==> src/rtl/ppl_pkg.sv <==
// constants and carrier types for the pixel pll input and loop control block
package ppl_pkg;

    // ****************************************
    // register indices
    // ****************************************
    localparam logic [7:0] ADDR_INPUT_CTRL = 8'h00;
    localparam logic [7:0] ADDR_LOOP_CTRL  = 8'h01;
    localparam logic [7:0] ADDR_FBDIV_LOW  = 8'h02;
    localparam logic [7:0] ADDR_FBDIV_HIGH = 8'h03;

    // ****************************************
    // field positions
    // ****************************************
    localparam int TRIG_SEL_LSB   = 6;
    localparam int REF_SEL_BIT    = 5;
    localparam int LOAD_LINE_BIT  = 4;
    localparam int FB_EDGE_BIT    = 3;
    localparam int REF_EDGE_BIT   = 2;
    localparam int COAST_POL_BIT  = 1;
    localparam int RUN_EN_BIT     = 0;
    localparam int PSD_LSB        = 4;
    localparam int GAIN_LSB       = 0;

    // ****************************************
    // reset values and masks
    // ****************************************
    localparam logic [7:0] RST_INPUT_CTRL = 8'h21;
    localparam logic [7:0] RST_LOOP_CTRL  = 8'h00;
    localparam logic [7:0] RST_FBDIV_LOW  = 8'hFF;
    localparam logic [3:0] RST_FBDIV_HIGH = 4'h0;
    localparam logic [7:0] MASK_LOOP_CTRL = 8'h37;
    localparam logic [7:0] MASK_FBDIV_HI  = 8'h0F;

    // ****************************************
    // timing
    // ****************************************
    localparam logic [12:0] FBDIV_EXTRA   = 13'h0008;

    // ****************************************
    // carrier types
    // ****************************************
    typedef struct packed {
        logic [1:0] trig_sel;
        logic       ref_is_osc;
        logic       load_on_line;
        logic       fb_falling;
        logic       ref_falling;
        logic       coast_pin_polarity;
        logic       detector_run_enable;
    } ppl_input_t;

    typedef struct packed {
        logic [1:0] post_scaler_divide;
        logic [2:0] detector_gain_code;
    } ppl_loop_t;

endpackage

==> src/rtl/ppl_ctrl.sv <==
// pixel pll input and loop control registers with detector path and feedback divider
//
// Contract
// - every control bit takes its default value on reset
// - bits 7-6 of index 00h pick one of four trigger inputs, reset 0
// - bit 5 of 00h picks reference: 0 line sync, 1 oscillator, reset 1
// - bit 4 of 00h: load divider modulus on pll reset or next line
// - bit 3 of 00h picks feedback edge: 0 rising, 1 falling
// - bit 2 of 00h picks line-sync reference edge: 0 rising, 1 falling
// - bit 1 of 00h sets coast pin level; ignored while run enable is 1
// - bit 0 of 00h low: detector coasts while coast pin active; reset 1
// - bits 5-4 of 01h post-scaler divide by 2, 4, 8, 16; reset 0
// - bits 2-0 of 01h gain code n gives 2^n microamps; reset 0
// - index 02h holds divider low byte, reset all ones
// - bit 0 of the low byte marks odd or even line length
// - bits 3-0 of index 03h are divider bits 11-8
// - divider counts programmed value plus eight clocks per line
//
// The plain strobed port was left to the implementer.
`timescale 1ns/1ps
module ppl_ctrl #(
    parameter int DIV_W = 12
) (
    // clock and reset
    input  wire logic             clk_i,
    input  wire logic             arst_n_i,
    // register port
    input  wire logic [7:0]       addr_i,
    input  wire logic [7:0]       wdata_i,
    input  wire logic             wr_i,
    input  wire logic             rd_i,
    output logic      [7:0]       rdata_o,
    // line-sync trigger inputs, coast pin and oscillator reference
    input  wire logic [3:0]       trig_in_i,
    input  wire logic             coast_input_pin_i,
    input  wire logic             crystal_oscillator_i,
    // pixel clock enable from the pll and pll reset
    input  wire logic             pix_en_i,
    input  wire logic             pll_reset_i,
    // pll control outputs
    output ppl_pkg::ppl_input_t   input_ctrl_o,
    output ppl_pkg::ppl_loop_t    loop_ctrl_o,
    output logic      [DIV_W-1:0] fbdiv_o,
    output logic      [7:0]       gain_ua_o,
    output logic      [4:0]       post_div_o,
    output logic                  line_odd_o,
    // detector path
    output logic                  ref_event_o,
    output logic                  fb_event_o,
    output logic                  detector_active_o,
    output logic      [DIV_W:0]   fb_count_o
);

    // ****************************************
    // registers
    // ****************************************
    ppl_pkg::ppl_input_t   input_reg;
    ppl_pkg::ppl_loop_t    loop_reg;
    logic [7:0]            fbdiv_low;
    logic [3:0]            fbdiv_high;
    logic [DIV_W-1:0]      modulus;
    logic [DIV_W:0]        count;
    logic                  fb_level;
    logic                  line_sync;
    logic                  ref_src;
    logic                  coast_active;
    logic                  sync_edge;
    logic                  wrap;
    logic                  ref_mask;

    function automatic logic [7:0] read_mux(input logic [7:0] a);
        if (a == ppl_pkg::ADDR_INPUT_CTRL) begin
            read_mux = input_reg;
        end else if (a == ppl_pkg::ADDR_LOOP_CTRL) begin
            read_mux = {2'h0, loop_reg[4:3], 1'b0, loop_reg[2:0]};
        end else if (a == ppl_pkg::ADDR_FBDIV_LOW) begin
            read_mux = fbdiv_low;
        end else if (a == ppl_pkg::ADDR_FBDIV_HIGH) begin
            read_mux = {4'h0, fbdiv_high};
        end else begin
            read_mux = 8'h00;
        end
    endfunction

    // one decode shared by every register write
    function automatic logic write_hit(input logic [7:0] idx);
        write_hit = wr_i && (addr_i == idx);
    endfunction

    always_ff @(posedge clk_i or negedge arst_n_i) begin
        if (!arst_n_i) begin
            input_reg <= ppl_pkg::RST_INPUT_CTRL;
        end else if (write_hit(ppl_pkg::ADDR_INPUT_CTRL)) begin
            input_reg <= wdata_i;
        end
    end

    always_ff @(posedge clk_i or negedge arst_n_i) begin
        if (!arst_n_i) begin
            loop_reg <= 5'(ppl_pkg::RST_LOOP_CTRL);
        end else if (write_hit(ppl_pkg::ADDR_LOOP_CTRL)) begin
            // reserved positions are dropped, so any value written there is harmless
            loop_reg <= {wdata_i[ppl_pkg::PSD_LSB+1:ppl_pkg::PSD_LSB],
                         wdata_i[ppl_pkg::GAIN_LSB+2:ppl_pkg::GAIN_LSB]};
        end
    end

    always_ff @(posedge clk_i or negedge arst_n_i) begin
        if (!arst_n_i) begin
            fbdiv_low <= ppl_pkg::RST_FBDIV_LOW;
        end else if (write_hit(ppl_pkg::ADDR_FBDIV_LOW)) begin
            fbdiv_low <= wdata_i;
        end
    end

    always_ff @(posedge clk_i or negedge arst_n_i) begin
        if (!arst_n_i) begin
            fbdiv_high <= ppl_pkg::RST_FBDIV_HIGH;
        end else if (write_hit(ppl_pkg::ADDR_FBDIV_HIGH)) begin
            fbdiv_high <= wdata_i[3:0];
        end
    end

    always_ff @(posedge clk_i or negedge arst_n_i) begin
        if (!arst_n_i) begin
            rdata_o <= 8'h00;
        end else if (rd_i) begin
            rdata_o <= read_mux(addr_i);
        end else begin
            rdata_o <= 8'h00;
        end
    end

    // ****************************************
    // direct control outputs
    // ****************************************
    assign input_ctrl_o = input_reg;
    assign loop_ctrl_o  = loop_reg;
    assign fbdiv_o      = {fbdiv_high, fbdiv_low};
    assign line_odd_o   = fbdiv_low[0];
    assign gain_ua_o    = 8'h01 << loop_reg.detector_gain_code;
    assign post_div_o   = 5'h02 << loop_reg.post_scaler_divide;

    // ****************************************
    // reference selection
    // ****************************************
    assign line_sync = trig_in_i[input_reg.trig_sel];
    assign ref_src   = input_reg.ref_is_osc ? crystal_oscillator_i : line_sync;

    ppl_edge_sel u_ref_edge (
        .clk_i     (clk_i),
        .arst_n_i  (arst_n_i),
        .sig_i     (ref_src),
        .falling_i (input_reg.ref_falling),
        .edge_o    (sync_edge)
    );

    ppl_edge_sel u_fb_edge (
        .clk_i     (clk_i),
        .arst_n_i  (arst_n_i),
        .sig_i     (fb_level),
        .falling_i (input_reg.fb_falling),
        .edge_o    (fb_event_o)
    );

    // coast pin level only matters when run enable is clear
    assign coast_active = coast_input_pin_i ^ input_reg.coast_pin_polarity;
    assign detector_active_o = input_reg.detector_run_enable | ~coast_active;
    assign ref_event_o = sync_edge & detector_active_o & ~ref_mask;

    // ****************************************
    // reference switch guard
    // ****************************************
    // a write to 00h may swap source or edge under the detector, and reset leaves its
    // history at zero; the edge seen in the next cycle is dropped, at the cost of a
    // real edge that falls in that very cycle
    always_ff @(posedge clk_i or negedge arst_n_i) begin
        if (!arst_n_i) begin
            ref_mask <= 1'b1;
        end else begin
            ref_mask <= write_hit(ppl_pkg::ADDR_INPUT_CTRL);
        end
    end

    // ****************************************
    // feedback divider
    // ****************************************
    // modulus is the programmed value plus eight pixel clocks
    localparam logic [DIV_W:0] FBDIV_EXTRA_W = (DIV_W+1)'(ppl_pkg::FBDIV_EXTRA);
    assign wrap = (count == ({1'b0, modulus} + FBDIV_EXTRA_W - 1'b1));

    // shadow modulus: a mid-line rewrite cannot tear the running count
    always_ff @(posedge clk_i or negedge arst_n_i) begin
        if (!arst_n_i) begin
            modulus <= {ppl_pkg::RST_FBDIV_HIGH, ppl_pkg::RST_FBDIV_LOW};
        end else if (input_reg.load_on_line ? (pix_en_i && wrap) : pll_reset_i) begin
            modulus <= {fbdiv_high, fbdiv_low};
        end
    end

    always_ff @(posedge clk_i or negedge arst_n_i) begin
        if (!arst_n_i) begin
            count    <= '0;
            fb_level <= 1'b0;
        end else if (pll_reset_i) begin
            count    <= '0;
            fb_level <= 1'b0;
        end else if (pix_en_i) begin
            count    <= wrap ? '0 : count + 1'b1;
            fb_level <= (count < {1'b0, modulus[DIV_W-1:1]});
        end
    end

    assign fb_count_o = count;

endmodule

==> src/rtl/ppl_edge_sel.sv <==
// selectable edge detector used for reference and feedback phase events
`timescale 1ns/1ps
module ppl_edge_sel (
    // clock and reset
    input  wire logic clk_i,
    input  wire logic arst_n_i,
    // signal and choice
    input  wire logic sig_i,
    input  wire logic falling_i,
    // event
    output logic      edge_o
);

    logic sig_q;

    always_ff @(posedge clk_i or negedge arst_n_i) begin
        if (!arst_n_i) begin
            sig_q <= 1'b0;
        end else begin
            sig_q <= sig_i;
        end
    end

    assign edge_o = falling_i ? (sig_q & ~sig_i) : (~sig_q & sig_i);

endmodule

==> config.mk <==
export PLATFORM = sky130hd
export DESIGN_NAME = ppl_ctrl
export DESIGN_NICKNAME = d
export VERILOG_FILES = /design/src/rtl/ppl_pkg.sv /design/src/rtl/ppl_ctrl.sv /design/src/rtl/ppl_edge_sel.sv
export SDC_FILE = /design/constraint.sdc
export NUM_CORES = 1
export LEC_CHECK = 0
export ABC_AREA = 1
export BUFFER_PORTS_ARGS = -buffer_cell sky130_fd_sc_hd__buf_4
export CORE_ASPECT_RATIO = 1.1
export CORE_UTILIZATION = 58
export DETAILED_ROUTE_END_ITERATION = 12
export GPL_TIMING_DRIVEN = 0
export PLACE_DENSITY = 0.95
export SLEW_MARGIN = 10
export SYNTH_ARGS = -nofsm -noshare
export SYNTH_HDL_FRONTEND = slang
export SYNTH_SLANG_ARGS = --single-unit
==> constraint.sdc <==
create_clock -name clk_i -period 5.2 [get_ports clk_i]
set_clock_uncertainty 0.15 [all_clocks]
set_input_delay 1.3 -clock clk_i [delete_from_list [all_inputs] [get_ports clk_i]]
set_output_delay 1.3 -clock clk_i [all_outputs]
set_load 0.005 [all_outputs]
# After elaboration in Yosys (flattened, before gate mapping)
# Index checks and enable logic that the tools add are counted.
[classes]
muxes = 16
addsub = 3
mul = 0
div_mod_pow = 0
n_reduce_logical = 7
magnitude_cmp = 2
n_shift = 2
eq_ne = 4
bitwise_logic = 14
[ops]
columns = ["op", "n"]
rows = [
  ["$mux W13", 3],
  ["$mux W8", 4],
  ["$eq A8 B2 Y1 const B", 2],
  ["$add A12 B4 Y13 const B", 1],
  ["$add A13 B1 Y13 const B", 1],
  ["$eq A13 B13 Y1", 1],
  ["$lt A13 B11 Y1", 1],
  ["$sub A13 B1 Y13 const B", 1],
  ["$eq A8 B1 Y1 const B", 1],
  ["$logic_not A8 Y1", 1],
  ["$shl A1 B3 Y8 const A", 1],
  ["$mux W1", 7],
  ["$and A1 B1 Y1", 6],
  ["$not A1 Y1", 6],
  ["$logic_and A1 B1 Y1", 5],
  ["$shl A2 B2 Y5 const A", 1],
  ["$mux W4", 1],
  ["$lt A2 B3 Y1 const B", 1],
  ["$bmux W1 S2", 1],
  ["$reduce_bool A2 Y1", 1],
  ["$or A1 B1 Y1", 1],
  ["$xor A1 B1 Y1", 1],
]
[word_totals]
mem_count = 0
register_bits = 62
latchBits = 0
rom_bits = 0
output_inout_bits = 63
ramBits = 0

# Depth between registers and ports, before layout
[logic_depth]
ltp_word = 8
mapped_depth = 16
ltp_nobuf = 15

# Cells and area by module
# A second synthesis with hierarchy kept.
[hier_totals]
hier_cells = 480
area_unflattened_um2 = 3611.0
[by_module_without_submodules]
columns = ["module", "seq_area_each_um2", "instances", "area_per_inst_um2", "cells_per_inst"]
rows = [
  ["ppl_ctrl", 1525.2, 1, 3510.9, 466],
  ["ppl_edge_sel", 25.0, 2, 50.0, 7],
]

# Least setup slack after synthesis
# Ideal clock, no wire load.
[synth_timing]
path_type = "input to output"
from = "input port trig_in_i[1]"
to = "output port ref_event_o"
n_path_buf = 0
setup_slack_ns = 1.805
t_arrival_ns = 1.945
cell_stages = 7
cell_sequence = "inv_1 a21oi_1 o21ai_0 a31oi_1 o21ai_0 nand3b_1 nor2_1"
[synth_via]
elab_chain_cells = 8
elab_cells_between_ends = 9
[synth_rtl]
columns = ["element", "line", "text"]
rows = [
  ["from (decl)", "ppl_ctrl.sv:34", "input wire logic [3:0] trig_in_i,"],
  ["$bmux W1 S2 *", "ppl_ctrl.sv:147", "assign line_sync = trig_in_i[input_reg.trig_sel];"],
  ["$mux W1 (not written as such) *", "ppl_ctrl.sv:147", ""],
  ["$mux W1 *", "ppl_ctrl.sv:148", "assign ref_src = input_reg.ref_is_osc ? crystal_oscillator_i : line_sync;"],
  ["net ref_src", "ppl_ctrl.sv:65", "logic ref_src;"],
  ["$not A1 Y1", "ppl_edge_sel.sv:24", "assign edge_o = falling_i ? (sig_q & ~sig_i) : (~sig_q & sig_i);"],
  ["$and A1 B1 Y1", "ppl_edge_sel.sv:24", ""],
  ["$mux W1 *", "ppl_edge_sel.sv:24", ""],
  ["$and A1 B1 Y1 * (2 in series)", "ppl_ctrl.sv:169", "assign ref_event_o = sync_edge & detector_active_o & ~ref_mask;"],
  ["to (decl)", "ppl_ctrl.sv:48", "output logic ref_event_o,"],
]
# The timed path passes the listed nets; every way through them passes the cells marked *. The select of a mux whose other input is x is not followed.

# Worst setup path in the final report
# Ends and elaborated chain as after synthesis.

==> results.cfg <==
[run_status]
status = complete, no violations

[setup_path]
worstPathRequired_ps = 3750
r2r_setup_slack_ps = 2810
rr_startpoint = modulus[0]
r2r_cells = 13
cp-end-kind = output port
cp-start-kind = primary input
critPathLaunch = trig_in_i[1]
crit_arrival_ps = 2410
worstSetupPathType = primary input to output port
crit_fanout = 3
worstReg2RegEnd = fb_count_o[8]

[layout]
final_cell_mix = nand2_1 (148), buf_4 (93), inv_1 (58)
final_nets = 625
regArea_sq_um = 1580
syn_to_final_growth_pct = 26.9
layout_commonest_cell = nand2_1
fill_cells = 443
fin_util = 0.761
final_area_sq_um = 4710
drive_gt1_frac = 0.273
antenna_cells = 0
multiInputGateArea_sq_um = 1810

[detailed_routing]
dr_total_vias = 3684
ant_nets = 0
drtPass1Iterations = 6
wire_per_inst_microns = 14.9
via_per_inst = 5.50
drtIter0Drc = 251
routed_wl_microns = 10000
drc = 0

[synth]
async_flop_share = 1.00
synth-edff-count = 0
synthCells = 485
synth.yosys.seq_area_share = 0.424
synth_area_leaders = dfrtp_1 (29%), nand2_1 (15%), dfstp_2 (13%), inv_1 (5.9%), nand3_1 (4.4%)
netlist_area_sq_um = 3710
synth_ff_type = dfrtp_1
synth.avg_cell_area_sq_um = 7.65
yosys.area.top_type = dfrtp_1
yosys_register_bits = 62
syn_nets = 525
yosys_warnings = 0
ys_types = 35
synth_top_area_share = 0.290

[min_path]
min_from = fb_level
hold_class = flip-flop to flip-flop
whs_path_depth = 0
holdPathEnd = u_fb_edge.sig_q

[global_routing]
grt_max_degree = 63
grtUsageMet3 = 0.0649
grt_usage = 0.320
grt.busiest_layer = met2
overflow = 0
grt_first_pass_wirelength_microns = 16700
antenna_found_initial = 0
grt.met2_usage = 0.598
grt_use_met1 = 0.337
grt_pass1_vias = 3796

[die]
start_util = 0.599
die-area_sq_um = 6730
placementRows = 30
dieWidth_microns = 78.3
io_pins = 91
dieHeight_microns = 85.9
core_area_sq_um = 6190

[timing]
period_needed_ps = 3860
period_share = 0.742
drv_slew = 0
hold_violations = 0
setup-violations-final = 0
slew-limit-headroom = 0.484
tightestPinTransition_ps = 775
rsz0062_at_grt = no
fmax_ghz = 0.259
whs_ps = 265
tns_ps = 0

[power_and_ir_drop]
irDropWorstVdd_mv = 0.177
power.leakage_uw = 0.00234
powerDensity_nw_per_um2 = 277
power.total_uw = 1310

[placed_design]
gp_congestion = 0.864
place_hpwl_microns = 7180
portBuffers = 89
dpl-instance-area_sq_um = 4480

[flow_run]
drv_cap = 0

[clock_network]
cts_buffer_depth = 2
clock-sinks = 62
ctsRootBufferMaster = clkbuf_8
cts_buffers = 9
clk_latency_ps = 350
clk_pin_slew_ps = 80
post_cts_buffers = 0
cts_tree = built
htree_levels = 3
holdBufCountCts = 0
cts_resized = 0
-- worst max-delay path, stage by stage --
cell and delay [ps]:
buf_4 80, inv_1 30, a21oi_1 110, o21ai_0 90
a31oi_1 330, o21ai_0 160, nand3b_1 130, nor2_1 50
buf_4 130
-- per-layer routing --
layer | routed length (microns) | share of wire | vias to the layer above
li1 | - | - | 1760
met1 | 3870 | 0.39 | 1745
met2 | 5250 | 0.52 | 144
met3 | 519 | 0.052 | 35
met4 | 365 | 0.036 | 0
met5 | 0 | 0 | -
-- stage by stage --
stage	setup slack, ps	instances
2_1_floorplan	1810	485
3_3_place_gp	1490	654
3_5_place_dp	1350	654
4_1_cts	1370	670
5_1_grt	1200	670
6_report	1340	670
-- sequential cells by signal, indices dropped and copies added (netlist names) --
name and count:
modulus 12, fb_count_o 13, fb_level 1, input_ctrl_o 8, u_ref_edge.sig_q 1, ref_mask 1, u_fb_edge.sig_q 1, fbdiv_low 8
fbdiv_high 4, loop_ctrl_o 5, rdata_o 8
-- cell type report --
class | count | share of cell area
Sequential cell | 62 | 0.334
Tap cell | 80 | 0.0212
Timing Repair Buffer | 89 | 0.142
Clock inverter | 6 | 0.0197
Multi-Input combinational cell | 348 | 0.383
Inverter | 64 | 0.0510
Clock buffer | 10 | 0.0292
Buffer | 11 | 0.0194
-- cell usage after synthesis (2+ instances only) --
library cell and n:
nand2_1 148, inv_1 58, dfrtp_1 43, nand3_1 33, o21ai_0 30, nor2_1 26
dfstp_2 19, a21oi_1 17, o21ai_1 17, ha_1 12, nor3_1 11, xor2_1 10
nand2_2 8, inv_2 6, nand4_1 6, nor2_4 5, buf_4 4, xnor2_1 4
a31oi_1 3, buf_6 3, o221ai_1 3, clkbuf_1 2, nand2_4 2, nand3_2 2
nand3b_1 2, o211ai_1 2
-- how the worst max path moves through the flow --
| stage | end | slack, ps | cells past startpoint |
|---|---|---|---|
| after global placement | ref_event_o | 1490 | 9 |
| after global routing | ref_event_o | 1200 | 9 |
| after detailed placement | ref_event_o | 1350 | 9 |
| after floorplan | ref_event_o | 1810 | 7 |
| after CTS | ref_event_o | 1370 | 9 |
| final | ref_event_o | 1340 | 9 |
-- cell families (layout without fill, tap and decap cells) --
logic type | count (synthesis) | count (layout) | synth area share
other cells | 1 | 1 | 0.00101
compound gates | 74 | 74 | 0.107
flops | 62 | 62 | 0.424
buf+inv | 75 | 180 | 0.0893
simple gates | 247 | 247 | 0.305
fa+ha+maj | 12 | 12 | 0.0404
xor+xnor | 14 | 14 | 0.0330
-- report_power, final --
part           switching (uW)  internal (uW)
logic                     125            112
clock network             216            286
registers                46.7            519
total                     388            918
(Power assumes the default switching activity.)
